`src/core/epv_pkg.sv`:
```
/*
 * Shared constants and carrier types for the non-volatile program and
 * verify sequencer: register offsets, widths, reset values and the
 * bundle of pin levels.
 * Assumes a 32-bit APB master and a 40 MHz pclk.
 */
package epv_pkg;

  // ---------------------------------------------------------------
  // Widths
  // ---------------------------------------------------------------
  localparam int unsigned SR_W    = 20;    // Shadow register and array width
  localparam int unsigned OPT_W   = 8;     // Option register width
  localparam int unsigned OPT_DOUT = 1;    // Option bit routing shadow to dout
  localparam int unsigned VERIFY_PULSES = 19; // Clock pulses to read 20 bits

  // ---------------------------------------------------------------
  // APB register byte offsets
  // ---------------------------------------------------------------
  localparam logic [7:0] CTRL_OFS   = 8'h00; // Control, read/write
  localparam logic [7:0] SHADOW_OFS = 8'h04; // Shadow register, read only
  localparam logic [7:0] ARRAY_OFS  = 8'h08; // Non-volatile array, read only
  localparam logic [7:0] OPTION_OFS = 8'h0c; // Active option bits, read only
  localparam logic [7:0] STATUS_OFS = 8'h10; // Sequencer status, read only

  // ---------------------------------------------------------------
  // Field positions and reset values
  // ---------------------------------------------------------------
  localparam int unsigned CTRL_PROG_EN = 0;  // Allow erase and write pulses
  localparam int unsigned STAT_FROM_NV = 0;  // Shadow holds array data
  localparam int unsigned STAT_ERASED  = 1;  // An erase ran since reset
  localparam int unsigned STAT_WRITTEN = 2;  // A write ran since reset
  localparam int unsigned STAT_DOUT_ON = 3;  // Shadow routed to dout
  localparam logic [0:0]       CTRL_RST   = 1'h1;
  localparam logic [SR_W-1:0]  SHADOW_RST = 20'h00000;
  localparam logic [SR_W-1:0]  ARRAY_RST  = 20'hfffff; // Erased state
  localparam logic [OPT_W-1:0] OPT_RST    = 8'h00;

  // ---------------------------------------------------------------
  // Carrier: external pin levels, all asynchronous to pclk
  // ---------------------------------------------------------------
  typedef struct packed {
    logic sclk;        // Serial clock from the programmer
    logic sdata;       // Serial data
    logic s_wr;        // Secondary write strobe
    logic nv_select;   // Non-volatile select
    logic nv_load;     // Non-volatile load
    logic opt_wr;      // Option register write strobe
    logic opt_en_n;    // Option mode enable, active low
    logic vpp_erase;   // Negative programming pulse present
    logic vpp_write;   // Positive programming pulse present
  } epv_pins_s;

  localparam epv_pins_s PINS_RST = '{default: 1'b0};

endpackage

```
`src/core/epv_sequencer.sv`:
```
/*
 * Program and verify sequencer for the 20-bit non-volatile word.
 * Holds the shadow register, the option register, the array model and
 * an APB slave for status and control.
 * Assumes all pin inputs are asynchronous to pclk and the serial clock
 * is much slower than pclk (at least four pclk periods per level).
 */
// Contract
// - Whole word programmed in one parallel step
// - Write ANDs array with shadow bits
// - Dout shows shadow bits during reload
// - Twenty bits read with nineteen pulses
// - Delayed nv_select rise copies array
// - Rising serial clock shifts LSB first
// - Option bits apply on strobe falling edge
// - Synthesizer uses only array-copied data
`timescale 1ns/10ps
module epv_sequencer (
  input  wire logic                      pclk,
  input  wire logic                      presetn,
  input  wire logic                      ce,
  input  wire logic                      psel,
  input  wire logic                      penable,
  input  wire logic                      pwrite,
  input  wire logic [7:0]                paddr,
  input  wire logic [31:0]               pwdata,
  output logic      [31:0]               prdata,
  output logic                           pready,
  output logic                           pslverr,
  input  wire epv_pkg::epv_pins_s        pins,
  output logic                           dout,
  output logic      [epv_pkg::SR_W-1:0]  freq_word,
  output logic                           freq_valid
);

  // ---------------------------------------------------------------
  // Declarations
  // ---------------------------------------------------------------
  epv_pkg::epv_pins_s            sync1_r;     // First synchroniser stage
  epv_pkg::epv_pins_s            sync2_r;     // Second stage, safe to use
  epv_pkg::epv_pins_s            prev_r;      // Previous safe sample
  logic [epv_pkg::SR_W-1:0]      shadow_r;    // Shadow register
  logic [epv_pkg::SR_W-1:0]      array_r;     // Non-volatile cells
  logic [epv_pkg::OPT_W-1:0]     opt_sh_r;    // Option shift stage
  logic [epv_pkg::OPT_W-1:0]     opt_r;       // Option buffer in effect
  logic [0:0]                    ctrl_r;      // Control register
  logic                          from_nv_r;   // Shadow came from array
  logic                          erased_r;    // Erase seen
  logic                          written_r;   // Write seen
  logic [epv_pkg::SR_W-1:0]      freq_r;      // Word to the synthesizer
  logic                          fvalid_r;    // Word is valid
  logic                          dout_r;      // Registered serial output
  logic                          sclk_rise;   // Serial clock rising edge
  logic                          erase_go;    // Erase pulse starts
  logic                          write_go;    // Write pulse starts
  logic                          nv_copy;     // Array to shadow copy
  logic                          dout_on;     // Shadow routed to dout
  logic                          sh_load;     // Serial load of shadow
  logic                          opt_load;    // Serial load of option
  logic                          apb_acc;     // APB access phase
  logic                          mapped;      // Address decodes

  // ---------------------------------------------------------------
  // Helpers
  // ---------------------------------------------------------------
  // Rising edge of a synchronised level
  function automatic logic rise(input logic now, input logic was);
    rise = now & ~was;
  endfunction

  // Falling edge of a synchronised level
  function automatic logic fall(input logic now, input logic was);
    fall = ~now & was;
  endfunction

  // ---------------------------------------------------------------
  // Pin synchronisers
  // ---------------------------------------------------------------
  // Two stages before any logic reads a pin; a third for edges
  always_ff @(posedge pclk or negedge presetn) begin
    if (!presetn) begin
      sync1_r <= epv_pkg::PINS_RST;
      sync2_r <= epv_pkg::PINS_RST;
      prev_r  <= epv_pkg::PINS_RST;
    end else if (ce) begin
      sync1_r <= pins;
      sync2_r <= sync1_r;
      prev_r  <= sync2_r;
    end
  end

  // ---------------------------------------------------------------
  // Event decode
  // ---------------------------------------------------------------
  assign sclk_rise = rise(sync2_r.sclk, prev_r.sclk);
  // Option routes shadow out only while the option mode is enabled
  assign dout_on   = opt_r[epv_pkg::OPT_DOUT] & ~sync2_r.opt_en_n;
  // Erase level set: all three lines high, pulse begins
  assign erase_go  = ctrl_r[epv_pkg::CTRL_PROG_EN] & sync2_r.s_wr & sync2_r.nv_select
                     & sync2_r.nv_load & rise(sync2_r.vpp_erase, prev_r.vpp_erase);
  // Write level set: select low, strobe and load high
  assign write_go  = ctrl_r[epv_pkg::CTRL_PROG_EN] & sync2_r.s_wr & ~sync2_r.nv_select
                     & sync2_r.nv_load & rise(sync2_r.vpp_write, prev_r.vpp_write);
  // Copy on select rising with load low, or load falling with select high
  assign nv_copy   = (rise(sync2_r.nv_select, prev_r.nv_select) & ~sync2_r.nv_load)
                   | (fall(sync2_r.nv_load, prev_r.nv_load) & sync2_r.nv_select);
  // Shadow takes serial data with both strobes low and load high
  assign sh_load   = ~sync2_r.s_wr & ~sync2_r.opt_wr & sync2_r.nv_load;
  assign opt_load  = sync2_r.opt_wr;

  // ---------------------------------------------------------------
  // Shadow register
  // ---------------------------------------------------------------
  // Array copy wins over a shift in the same cycle; it is the parallel path
  always_ff @(posedge pclk or negedge presetn) begin
    if (!presetn) begin
      shadow_r <= epv_pkg::SHADOW_RST;
    end else if (ce) begin
      if (nv_copy) begin
        shadow_r <= array_r;
      end else if (sclk_rise && (dout_on || sh_load)) begin
        // LSB leaves first, data enters at the top
        shadow_r <= {sync2_r.sdata, shadow_r[epv_pkg::SR_W-1:1]};
      end
    end
  end

  // Origin of the shadow contents
  always_ff @(posedge pclk or negedge presetn) begin
    if (!presetn) begin
      from_nv_r <= 1'b0;
    end else if (ce) begin
      if (nv_copy) begin
        from_nv_r <= 1'b1;
      end else if (sclk_rise && (dout_on || sh_load)) begin
        from_nv_r <= 1'b0;
      end
    end
  end

  // ---------------------------------------------------------------
  // Non-volatile array
  // ---------------------------------------------------------------
  // Every bit changes in the same cycle; write can only clear bits
  always_ff @(posedge pclk or negedge presetn) begin
    if (!presetn) begin
      array_r <= epv_pkg::ARRAY_RST;
    end else if (ce) begin
      if (erase_go) begin
        array_r <= epv_pkg::ARRAY_RST;
      end else if (write_go) begin
        array_r <= array_r & shadow_r;
      end
    end
  end

  // Sticky history for software
  always_ff @(posedge pclk or negedge presetn) begin
    if (!presetn) begin
      erased_r  <= 1'b0;
      written_r <= 1'b0;
    end else if (ce) begin
      erased_r  <= erased_r | erase_go;
      written_r <= written_r | write_go;
    end
  end

  // ---------------------------------------------------------------
  // Option register
  // ---------------------------------------------------------------
  // Shift stage fills while the strobe is high, buffer on its fall;
  // buffering keeps routing steady while new bits stream in
  always_ff @(posedge pclk or negedge presetn) begin
    if (!presetn) begin
      opt_sh_r <= epv_pkg::OPT_RST;
      opt_r    <= epv_pkg::OPT_RST;
    end else if (ce) begin
      if (opt_load && sclk_rise) begin
        opt_sh_r <= {sync2_r.sdata, opt_sh_r[epv_pkg::OPT_W-1:1]};
      end
      if (fall(sync2_r.opt_wr, prev_r.opt_wr)) begin
        opt_r <= opt_sh_r;
      end
    end
  end

  // ---------------------------------------------------------------
  // Serial output and synthesizer word
  // ---------------------------------------------------------------
  // Bit 0 is visible before the first pulse, so 19 pulses read 20 bits
  always_ff @(posedge pclk or negedge presetn) begin
    if (!presetn) begin
      dout_r <= 1'b0;
    end else if (ce) begin
      dout_r <= dout_on ? shadow_r[0] : 1'b0;
    end
  end

  // Only array-origin data reaches the synthesizer while selected
  always_ff @(posedge pclk or negedge presetn) begin
    if (!presetn) begin
      freq_r   <= epv_pkg::SHADOW_RST;
      fvalid_r <= 1'b0;
    end else if (ce) begin
      if (sync2_r.nv_select && !sync2_r.nv_load && from_nv_r) begin
        freq_r   <= shadow_r;
        fvalid_r <= 1'b1;
      end else if (!sync2_r.nv_select) begin
        fvalid_r <= 1'b0;
      end
    end
  end

  assign dout       = dout_r;
  assign freq_word  = freq_r;
  assign freq_valid = fvalid_r;

  // ---------------------------------------------------------------
  // APB slave
  // ---------------------------------------------------------------
  assign apb_acc = psel & penable;
  assign mapped  = (paddr == epv_pkg::CTRL_OFS) | (paddr == epv_pkg::SHADOW_OFS)
                 | (paddr == epv_pkg::ARRAY_OFS) | (paddr == epv_pkg::OPTION_OFS)
                 | (paddr == epv_pkg::STATUS_OFS);
  // Zero wait states; unmapped addresses answer with an error
  assign pready  = 1'b1;
  assign pslverr = apb_acc & ~mapped;

  // Control writes; only the programming enable is writable
  always_ff @(posedge pclk or negedge presetn) begin
    if (!presetn) begin
      ctrl_r <= epv_pkg::CTRL_RST;
    end else if (ce && apb_acc && pwrite && paddr == epv_pkg::CTRL_OFS) begin
      ctrl_r <= pwdata[epv_pkg::CTRL_PROG_EN +: 1];
    end
  end

  // Read data registered in the setup cycle so it is stable at access
  always_ff @(posedge pclk or negedge presetn) begin
    if (!presetn) begin
      prdata <= 32'h00000000;
    end else if (ce && psel && !penable && !pwrite) begin
      case (paddr)
        epv_pkg::CTRL_OFS:   prdata <= {31'h00000000, ctrl_r};
        epv_pkg::SHADOW_OFS: prdata <= {12'h000, shadow_r};
        epv_pkg::ARRAY_OFS:  prdata <= {12'h000, array_r};
        epv_pkg::OPTION_OFS: prdata <= {24'h000000, opt_r};
        epv_pkg::STATUS_OFS: prdata <= {28'h0000000, dout_on, written_r, erased_r, from_nv_r};
        default:             prdata <= 32'h00000000;
      endcase
    end
  end
endmodule // epv_sequencer

```
`config.mk`:
```
export PLATFORM = sky130hd
export DESIGN_NAME = epv_sequencer
export DESIGN_NICKNAME = d
export VERILOG_FILES = /design/src/core/epv_pkg.sv /design/src/core/epv_sequencer.sv
export SDC_FILE = /design/constraint.sdc
export NUM_CORES = 1
export LEC_CHECK = 0
export ABC_AREA = 1
export BUFFER_PORTS_ARGS = -buffer_cell sky130_fd_sc_hd__buf_2
export CAP_MARGIN = 20
export CORE_MARGIN = 8
export CORE_UTILIZATION = 47
export DETAILED_ROUTE_END_ITERATION = 7
export GPL_TIMING_DRIVEN = 0
export PLACE_DENSITY = 0.7
export SLEW_MARGIN = 20
export SYNTH_ARGS = -nofsm -noshare
export SYNTH_HDL_FRONTEND = slang
export SYNTH_SLANG_ARGS = --single-unit
```
`constraint.sdc`:
```
create_clock -name pclk -period 3.8 [get_ports pclk]
set_input_delay 0.76 -clock pclk [delete_from_list [all_inputs] [get_ports pclk]]
set_output_delay 0.76 -clock pclk [all_outputs]
set_load 0.02 [all_outputs]
```
Yosys cells after proc, flatten, opt, wreduce, memory -nomap -nowiden:

Cells that the tools add are included.

* register bits: 138
* bits in latches: 0
* bits in writable memories: 0
* bits in read-only memories: 0
* output and inout bits: 56
* memories: 0

* $add $sub $neg: 0
* multiply operators: 0
* div/mod/pow operators: 0
* $lt $le $gt $ge: 0
* eq/ne operators: 5
* shifts and indexed selects: 0
* mux-type cells: 10
* bitwise operators: 38
* reduce and logical (&&, ||, !) cells: 23

Operators with widths (count)
* $pmux W20 S5: 1
* $mux W20: 4
* $and A1 B1 Y1: 20
* $and A20 B20 Y20: 1
* $eq A8 B4 Y1 const B: 2
* $reduce_and A2 Y1: 6
* $logic_and A1 B1 Y1: 10
* $not A1 Y1: 10
* $eq A8 B3 Y1 const B: 1
* $eq A8 B5 Y1 const B: 1
* $logic_not A8 Y1: 1
* $or A1 B1 Y1: 7
* $mux W1: 5
* $reduce_bool A2 Y1: 2
* $logic_not A1 Y1: 3
* $ne A2 B1 Y1 const B: 1
* $logic_or A1 B1 Y1: 1

Logic depth before layout (Yosys ltp):

Gate-level depths: netlist of the first run.

* depth after elaboration: 7
* mapped depth: 8
* mapped depth without buffers: 7

Worst setup path before layout of the first run:

OpenSTA, ideal clock, no wires.

* path kind: input to output
* from: in paddr[5]
* to: out pslverr
* arrival time: 1.746 ns
* required time: 3.040 ns
* slack: 1.294 ns
* cell stages on the path: 5
* path through: inv_1 -> nand2_2 -> nor2_8 -> buf_2 -> a221oi_1

* cells in the longest elaborated chain, start to end: 7

RTL lines
* from (decl): RTL line epv_sequencer.sv:25 `input wire logic [7:0] paddr,`
* $eq A8 B3 Y1 or $logic_not A8 Y1 (tied branches): RTL line epv_sequencer.sv:222 `assign mapped = (paddr == epv_pkg::CTRL_OFS) | (paddr == epv_pkg::SHADOW_OFS)`
* $or A1 B1 Y1: RTL line epv_sequencer.sv:222
* $or A1 B1 Y1 (2 in a row): RTL line epv_sequencer.sv:223 `| (paddr == epv_pkg::ARRAY_OFS) | (paddr == epv_pkg::OPTION_OFS)`
* $or A1 B1 Y1 *: RTL line epv_sequencer.sv:224 `| (paddr == epv_pkg::STATUS_OFS);`
* $not A1 Y1 *: RTL line epv_sequencer.sv:227 `assign pslverr = apb_acc & ~mapped;`
* $and A1 B1 Y1 *: RTL line epv_sequencer.sv:227
* to (decl): RTL line epv_sequencer.sv:29 `output logic pslverr,`

Every way passes the cells marked *; elsewhere a longest branch is shown, timed or not.

Worst setup path in the final report of the first run:

* from: in paddr[4]
* to: out pslverr

The elaborated chain is that of the path after synthesis.

==> impl_results.md, run 1 <==
- Crit path max-delay family: buffers and inverters
- CP max stage delay: approximately 0.34 ns
- Min-delay worst type: input pin to async pin
- Post-CTS resize count: 0
- Power Density: 625 nW/um^2
- Final HPWL DP: roughly 9500 um
- DRC viols: 0
- Die height: about 130 um
- CTS tree: built
- Worst Clk Skew: 0.00730 ns
- Area delta synth->final: 21.1%
- Root Buffer: clkbuf_16
- Leakage Power: around 3.5 nW
- Synth area leaders: dfrtp_1 46%, nand2_1 15%, dfstp_2 9.8%
- CP max stage cell: a221oi_1
- Total track usage: 17.8%
- Depth of the CTS H-tree: 4
- RSZ-0062 raised after global routing: false
- First-pass GRT wire length: 22,700 um
- Syn avg cell area: 8.58 um^2
- Post-synthesis instance total: between 600 and 700
- Setup bufs post-CTS: 0
- Rows: 40
- Hold Fails Final Rpt: 0
- Clk_lat worst skew: 0.42 ns
- Initial Util: between 40% and 50%
- Syn. warnings: 0
- Max-Cap Viols: 0
- Critical Path AT: 1.84 ns
- Hold_buf cts: 0
- Nets: just over 800
- Period utilization: 68.4%
- CTS Buffer Depth: 2
- Congestion Overflow GR: 0
- Largest net degree at the start of global routing: 70
- CTS Sinks: about 130
- Routed length per instance: 14.9 um
- Number of distinct library cells after synthesis: 29
- Setup_tns: 0 ns
- Chip width: between 100 and 150 um
- Routability cong.: 0.823
- DIE AREA: roughly 16,000 um^2
- WL met1: 6020 um
- Synthesis-stage register bit count: 126
- Vias per Instance: 5.02
- Tightest Pin Transition: 0.552 ns
- Worst-path cell chain: buf_2 > inv_1 > nand2_2 > nor2_8 > buf_2 > a221oi_1 > buf_2
- Antenna violations before repair: 0
- Final Worst Setup Slack: around 1.2 ns
- Total power: 4.28 mW
- Worst slew margin: 63.2%
- F_max: approximately 380 MHz
- Yosys top cell by area: dfrtp_1
- Vias in the first global route: 4,549
- Slew Limit Fails: 0
- Worst path required time: 3.04 ns
- Dpl cells: slightly below 900
- Num CTS Buffers: 17
- Final setup fails: 0
- Initial DRC Count: 342
- TritonRoute pass-1 iters: 5
- Worst setup path category: input pin to output port
- Worst r2r src: ctrl_r
- Highest routed layer: met4
- Yosys top cell area share: 46.5%
- Core Region: approximately 12,000 um^2
- Worst-path maximum fanout: 10
- Area after DPL: 6240 um^2
- Diodes inserted: 0
- Met2 wire len: 6330 um
- Buf/Inv on CP: 4
- Crit start category: input pin
- Status: completed
- Port bufs: 65
- Clk pin slew, worst setup/hold paths: about 0.060 ns
- Fin crit period: about 2.6 ns
- Fraction of layout cells with a size suffix above 1: 24.1%
- Met3 routed WL: 999 um
- Most common cell on crit path: buf_2
- Post-route cell area: 6850 um^2
- Peak VDD IR: between 0.3 and 0.4 mV
- Via count: 4,594
- CP endpoint kind: output port
- Mapped cell area: 5660 um^2
- DRT Wirelength: 13,600 um
- Worst setup path start: paddr[4]
- Setup WS pre-CTS: 1.20 ns
- I/O pin count: 111
- Final Non-Filler Cells: 915
- Register area share after synthesis: a little under three fifths
- Antenna Nets Post-Route: 0
[metal layers]
metal	global-route usage [%]	up-vias
met1	23.1	2142
met2	27.5	158
met5	0	-
met3	5.27	28
met4	7.02	0
li1	-	2266
[cells in the mapped netlist]
master    count
inv_2         4
a21oi_1       8
nor2_4        2
nor2_8        1
buf_4        17
nand2_2       8
o22ai_2      10
o21ai_2       1
o21ai_1      62
nand3_1      30
a221oi_1      1
inv_1        62
o21ai_0      44
nand2_4       1
nor2_1       21
nand2_1     220
dfrtp_1     105
clkbuf_1      6
nand4_1       3
dfstp_2      21
buf_6         2
nand3_2       1
buf_2        18
clkbuf_2      1
o22ai_1       2
mux2_2        1
nor3_1        2
nor2_2        3
conb_1        2
[per-stage QoR]
step           hold slack [ns]  utilization [%]
3_5_place_dp             0.460             52.6
5_1_grt                  0.338             57.7
3_3_place_gp             0.457             52.3
6_report                 0.303             57.7
4_1_cts                  0.316             57.7
2_1_floorplan            0.435                -
[power by group]
group / internal (mW) / total [mW] / switching, mW / leakage (nW)
combinational: 0.272 / 0.818 / 0.546 / 1.66
clock: 1.09 / 1.68 / 0.586 / 0.279
sequential: 1.60 / 1.78 / 0.179 / 1.59
[flip-flops by register name, indices dropped and copies added, names as in the netlist, 6 cells and up]
register and cells:
array_r 20, freq_word 20, prdata 20, shadow_r 20, sync1_r 9, opt_r 8
opt_sh_r 8, sync2_r 8, prev_r 6
[final timing paths]
kind,endpoint,slack [ns],cells past startpoint
worst max-delay path,pslverr,1.20,7
worst min-delay path,opt_r[2],0.30,1
worst max register to register,array_r[17],2.30,6
worst min register to register,prdata[10],0.47,2
max in group asynchronous,array_r[14],2.73,2
min in group pclk,prdata[10],0.47,2
[worst reg2reg max path: stages (launching register included)]
cell     delay (ns)
dfstp_2        0.56
nand2_1        0.08
nor3_1         0.14
nand3_1        0.15
buf_2          0.24
o21ai_1        0.17
nand2_1        0.08
[kinds of logic after synthesis]
| logic type | Yosys count | share of synthesized area (%) |
|---|---|---|
| other | 2 | 0.133 |
| AOI/OAI and AO/OA | 128 | 12.8 |
| buffers and inverters | 110 | 9.11 |
| DFF | 126 | 56.2 |
| muxes | 1 | 0.199 |
| and+or+nand+nor | 292 | 21.5 |
[final cells by class]
class	instances	area (um^2)
fill	1066	5010
buffer	44	268
multi-input combinational	434	2000
clock buffer	21	440
tap	147	184
inverter	66	248
timing repair buffer	66	359
clock inverter	11	168
sequential	126	3180
[cell usage in the layout, fill, tap and decap left out]
cell type	instances
o21ai_1	62
nor2_1	21
nor2_8	1
buf_2	82
o21ai_2	1
clkbuf_1	10
nand4_1	3
o22ai_1	2
nand2_4	1
clkbuf_16	17
dfstp_2	21
a221oi_1	1
inv_2	4
conb_1	13
bufinv_16	4
clkinv_2	2
a21oi_1	8
nand3_1	30
buf_6	3
nand2_1	220
inv_1	62
nor2_2	3
dfrtp_1	105
o22ai_2	10
clkbuf_2	1
mux2_2	1
clkinvlp_4	5
nor3_1	2
buf_4	17
buf_16	1
nand2_2	8
nand3_2	1
nor2_4	2
o21ai_0	44
Power figures use the tool's default switching activity.
==> run 2: changes to the inputs <==
--- a/config.mk
+++ b/config.mk
@@ -12,7 +12,7 @@
 export CORE_UTILIZATION = 47
 export DETAILED_ROUTE_END_ITERATION = 7
 export GPL_TIMING_DRIVEN = 0
-export PLACE_DENSITY = 0.7
+export PLACE_DENSITY = 0.72
 export SLEW_MARGIN = 20
 export SYNTH_ARGS = -nofsm -noshare
 export SYNTH_HDL_FRONTEND = slang
==> constraint.sdc (replaced) <==
create_clock -name pclk -period 2.2 [get_ports pclk]
set_input_delay 0.44 -clock pclk [delete_from_list [all_inputs] [get_ports pclk]]
set_output_delay 0.44 -clock pclk [all_outputs]
set_load 0.02 [all_outputs]
==> run 2 against run 1 <==
Against the previous run: via count increased by 0.94%; worst hold slack lost 0.091 ns; clock power is 73% higher; clock skew is 0.0016 ns lower; first-iteration DRC count shrank 7.0%; sequential power increased by 72%; largest power group unchanged; highest routed layer unchanged.
==> impl_results.md, run 2 (same netlist as run 1, synthesis figures left out) <==
- Chip width: 126 um (unchanged)
- Worst setup path start: paddr[7]
- Antenna Nets Post-Route: 0 (unchanged)
- Area after DPL: 6240 um^2 (unchanged)
- CP endpoint kind: output port
- Area delta synth->final: 21.5%
- RSZ-0062 raised after global routing: false
- Leakage Power: 3.55 nW (+0.54%)
- Tightest Pin Transition: 0.540 ns (-0.0122 ns)
- Worst setup path category: input pin to output port
- DIE AREA: 15,800 um^2 (unchanged)
- Routability cong.: 0.823 (about the same)
- F_max: between 500 and 600 MHz
- Most frequent cells in the layout: 220 x nand2_1, 105 x dfrtp_1, 82 x buf_2
- DRC viols: 0 (unchanged)
- Congestion Overflow GR: 0 (unchanged)
- Diodes inserted: 0 (unchanged)
- Initial Util: 47.7% (unchanged)
- Worst r2r src: ctrl_r
- Total track usage: 17.6% (-0.26 points)
- Fin crit period: approximately 1.9 ns
- Depth of the CTS H-tree: 4 (unchanged)
- Num CTS Buffers: 17 (unchanged)
- Root Buffer: clkbuf_16
- DRT Wirelength: 13,400 um (-1.8%)
- Setup_tns: 0 ns (unchanged)
- Hold Fails Final Rpt: 0 (unchanged)
- Total power: 7.38 mW (+73%)
- Layout Utilization: 57.9% (+0.18 points)
- CTS Buffer Depth: 2 (unchanged)
- Setup WS pre-CTS: 0.306 ns (-0.895 ns)
- Post-CTS resize count: 0 (unchanged)
- Vias per Instance: 5.06 (+0.83%)
- TritonRoute pass-1 iters: 5 (unchanged)
- Via count: 4,637 (+0.94%)
- Antenna violations before repair: 0 (unchanged)
- Min-delay worst type: input pin to flop
- Max-Cap Viols: 0 (unchanged)
- Critical Path End: pslverr
- Die height: 126 um (unchanged)
- Nets: 811 (+0.12%)
- Slew Limit Fails: 0 (unchanged)
- Period utilization: 87.1%
- Rows: 40 (unchanged)
- CTS tree: built
- Clk pin slew, worst setup/hold paths: 0.06 ns (about the same)
- I/O pin count: 111 (unchanged)
- Final Worst Setup Slack: 0.283 ns (-0.916 ns)
- Routed length per instance: 14.6 um (-1.9%)
- Vias in the first global route: 4,656 (+2.4%)
- First-pass GRT wire length: 22,400 um (-1.0%)
- Commonest non-fill, non-tap cell in the layout: nand2_1
- Port bufs: 65 (unchanged)
- Power Density: 1070 nW/um^2 (+72%)
- Final HPWL DP: 9550 um (+0.11%)
- Flop2flop setup slack: 0.72 ns (-1.58 ns)
- CTS Sinks: 126 (unchanged)
- Critical Path AT: 1.48 ns (-0.36 ns)
- Worst-path maximum fanout: 10 (unchanged)
- Fraction of layout cells with a size suffix above 1: 24.4% (+0.36 points)
- Worst slew margin: 64.0% (+0.81 points)
- Peak VDD IR: 0.476 mV (+55%)
- Initial DRC Count: 318 (-7.0%)
- Clk_lat worst skew: 0.42 ns (about the same)
- Worst path required time: 1.76 ns (-1.28 ns)
- Setup bufs post-CTS: 0 (unchanged)
- Status: completed
- Post-route cell area: 6870 um^2 (+0.31%)
- Core Region: 11,900 um^2 (unchanged)
- Crit start category: input pin
- Reg2reg end: array_r[5]
- Worst Clk Skew: 0.00569 ns (-0.00161 ns)
- Largest net degree at the start of global routing: 75 (+7.1%)
- Final setup fails: 0 (unchanged)
- Worst Reg-to-Reg Cells: 6 (unchanged)
-- run 2: changes by cell type in the layout (fill, tap and decap cells not counted) --
| cell | before | now |
|---|---|---|
| bufinv_16 | 4 | 3 |
| clkbuf_1 | 10 | 7 |
| clkbuf_8 | 0 | 4 |
| clkinv_2 | 2 | 3 |
| clkinvlp_4 | 5 | 4 |
| dlygate4sd3_1 | 0 | 1 |
-- run 2: stage by stage --
step	cells	hold WS [ns]
finish	916	0.212
global route	916	0.230
CTS	916	0.209
detailed placement	883	0.418
global placement	882	0.458
floorplan	670	0.144
-- run 2: critical path, cell delays in order --
cell,delay [ns]
buf_2,0.09
inv_1,0.04
nand2_2,0.11
nor2_8,0.07
buf_2,0.19
a221oi_1,0.31
buf_2,0.23
-- run 2: final cells by class --
class / instances / area (um^2)
fill: 1086 / 4990
inverter: 66 / 248
timing repair buffer: 67 / 369
clock buffer: 22 / 484
sequential: 126 / 3180
clock inverter: 10 / 135
buffer: 44 / 268
multi-input combinational: 434 / 2000
tap: 147 / 184
-- run 2: worst min path at each step --
| stage | start | slack [ns] | end | depth (start not counted) |
|---|---|---|---|---|
| 6_report | pins[6] | 0.21 | sync1_r[6] | 3 |
| 3_5_place_dp | presetn | 0.42 | opt_sh_r[5] | 1 |
| 2_1_floorplan | presetn | 0.14 | dout | 0 |
| 5_1_grt | pins[2] | 0.23 | sync1_r[2] | 3 |
| 3_3_place_gp | sync1_r[8] | 0.46 | sync1_r[8] | 2 |
| 4_1_cts | pins[6] | 0.21 | sync1_r[6] | 3 |
-- run 2: where the power goes --
group	internal (mW)	switching (mW)	leakage, nW
Sequential	2.76	0.305	1.59
Clock	1.89	1.01	0.294
Combinational	0.471	0.939	1.67
Total	5.13	2.25	3.55
-- run 2: metal layers --
| layer | up-vias | global-route usage [%] | wire length, um |
|---|---|---|---|
| met5 | - | 0 | 0 |
| met4 | 0 | 6.38 | 194 |
| met3 | 18 | 4.85 | 818 |
| met2 | 137 | 28.4 | 6270 |
| met1 | 2218 | 22.1 | 6080 |
| li1 | 2264 | - | - |
-- run 2: timing repair --
item | CTS | global route
endpoints found under the hold margin | 43 | 0
hold buffers | 1 | 0
setup endpoints to repair | 0 | 0
==> run 3: changes to the inputs <==
--- a/config.mk
+++ b/config.mk
@@ -9,10 +9,11 @@
 export BUFFER_PORTS_ARGS = -buffer_cell sky130_fd_sc_hd__buf_2
 export CAP_MARGIN = 20
 export CORE_MARGIN = 8
-export CORE_UTILIZATION = 47
+export CORE_UTILIZATION = 50
 export DETAILED_ROUTE_END_ITERATION = 7
 export GPL_TIMING_DRIVEN = 0
-export PLACE_DENSITY = 0.72
+export PLACE_DENSITY = 0.76
+export RECOVER_POWER = 50
 export SLEW_MARGIN = 20
 export SYNTH_ARGS = -nofsm -noshare
 export SYNTH_HDL_FRONTEND = slang
==> run 3 against run 2 <==
Against the previous run: clock skew increased by 0.0032 ns; routed wire length decreased by 0.55%; non-clock buffer count decreased by 1; worst setup slack got worse by 0.021 ns; flip-flop and latch count is the same; worst hold slack better by 0.013 ns; critical path depth stayed put; cell count decreased by 0.55%; die area fell by 5.3%; largest cell class unchanged; utilization increased by 3.1 points; total power increased by 0.18%; register-to-register slack about the same.
==> impl_results.md, run 3 (same netlist as run 1, synthesis figures left out) <==
- Hold_buf cts: 0 (-1)
- Vias per Instance: 5.11 (+0.96%)
- Rows: 39 (-2.5%)
- Congestion Overflow GR: 0 (unchanged)
- Status: completed
- Worst path required time: 1.76 ns (about the same)
- DRT Wirelength: 13,300 um (-0.55%)
- Period utilization: 88.1% (+0.95 points)
- Core Region: 11,200 um^2 (-5.4%)
- Port bufs: 65 (unchanged)
- Worst setup path category: input pin to output port
- Tightest Pin Transition: 1.45 ns (+0.913 ns)
- Routed length per instance: 14.6 um (about the same)
- CTS Sinks: 126 (unchanged)
- First-pass GRT wire length: 22,300 um (-0.86%)
- Largest net degree at the start of global routing: 70 (-6.7%)
- Total track usage: 18.7% (+1.1 points)
- Crit start category: input pin
- F_max: 516 MHz (-1.1%)
- Setup_tns: 0 ns (unchanged)
- Num CTS Buffers: 17 (unchanged)
- Post-CTS resize count: 0 (unchanged)
- Chip width: 122 um (-2.7%)
- Final Worst Setup Slack: 0.262 ns (-0.0210 ns)
- Slew Limit Fails: 0 (unchanged)
- Antenna Nets Post-Route: 0 (unchanged)
- # fillers: 977 (-10%)
- Final setup fails: 0 (unchanged)
- Clk pin slew, worst setup/hold paths: 0.06 ns (about the same)
- Critical Path AT: 1.50 ns (+0.02 ns)
- Routability cong.: 0.849 (+3.2%)
- CTS tree: built
- Vias in the first global route: 4,566 (-1.9%)
- Hold Fails Final Rpt: 0 (unchanged)
- Antenna violations before repair: 0 (unchanged)
- TritonRoute pass-1 iters: 4 (-1)
- Fin crit period: 1.94 ns (+0.0210 ns)
- Clk_lat worst skew: 0.42 ns (about the same)
- Setup WS pre-CTS: 0.261 ns (-0.0450 ns)
- Nets: 810 (-0.12%)
- Root Buffer: clkbuf_16
- I/O pin count: 111 (unchanged)
- Flop2flop setup slack: 0.72 ns (about the same)
- CP endpoint kind: output port
- Die height: 122 um (-2.7%)
- DRC viols: 0 (unchanged)
- DIE AREA: 15,000 um^2 (-5.3%)
- Initial DRC Count: 369 (+16%)
- Worst Clk Skew: 0.00893 ns (+0.00324 ns)
- Area delta synth->final: 21.1%
- CTS Buffer Depth: 2 (unchanged)
- Worst slew margin: 3.19% (-61 points)
- Peak VDD IR: 0.541 mV (+14%)
- Worst-path maximum fanout: 10 (unchanged)
- RSZ-0062 raised after global routing: false
- Depth of the CTS H-tree: 4 (unchanged)
- Fraction of layout cells with a size suffix above 1: 23.7% (-0.75 points)
- Final HPWL DP: 9340 um (-2.1%)
- Via count: 4,656 (+0.41%)
- Max-Cap Viols: 0 (unchanged)
- Power Density: 1080 nW/um^2 (+0.51%)
- Min-delay worst type: input pin to flop
- Leakage Power: 3.53 nW (-0.55%)
- Commonest non-fill, non-tap cell in the layout: nand2_1
- Setup bufs post-CTS: 0 (unchanged)
- Initial Util: 50.4% (+2.7 points)
- Most frequent cells in the layout: 220 x nand2_1, 105 x dfrtp_1, 79 x buf_2
- Diodes inserted: 0 (unchanged)
## run 3: metrics by stage
step | power (mW) | instance area [um^2] | instances | hold slack (ns) | util [%]
floorplan | 3.97 | 5700 | 670 | 0.144 | -
global route | 7.75 | 6850 | 911 | 0.236 | 61.0
finish | 7.39 | 6850 | 911 | 0.225 | 61.0
global placement | 4.43 | 6200 | 878 | 0.457 | 55.3
CTS | 7.42 | 6870 | 911 | 0.00399 | 61.2
detailed placement | 4.49 | 6230 | 879 | 0.437 | 55.6
## run 3: routing by layer
layer	wire, um	track usage, %	vias to the layer above
met5	0	0	-
met4	250	6.78	0
met3	1090	5.47	21
met2	6280	29.2	168
met1	5670	24.4	2206
li1	-	-	2261
## run 3: cell type report
| cell class | instances | area (um^2) | area share, % |
|---|---|---|---|
| Multi-Input combinational cell | 434 | 2000 | 29.2 |
| Inverter | 66 | 248 | 3.62 |
| Tap cell | 143 | 179 | 2.61 |
| Clock buffer | 23 | 498 | 7.27 |
| Buffer | 44 | 260 | 3.80 |
| Timing Repair Buffer | 66 | 353 | 5.15 |
| Sequential cell | 126 | 3180 | 46.4 |
| Clock inverter | 9 | 133 | 1.94 |
## run 3: worst paths after layout
check,start,end,cells past startpoint
setup / recovery,paddr[6],pslverr,7
hold / removal,pins[3],sync1_r[3],3
setup reg to reg,ctrl_r,array_r[11],6
hold reg to reg,sync1_r[7],sync1_r[7],2
max in group asynchronous,presetn,array_r[0],2
min in group asynchronous,presetn,prdata[13],1
## run 3: power breakdown
part / leakage [nW] / internal [mW] / switching, mW
logic: 1.65 / 0.466 / 0.933
clock network: 0.294 / 1.93 / 0.992
registers: 1.59 / 2.76 / 0.307
## run 3: worst max-delay path, stage by stage
cell and delay, ns:
buf_2 0.09, inv_2 0.03, nand2_2 0.12, nor2_8 0.07, buf_2 0.19, a221oi_1 0.32, buf_2 0.23
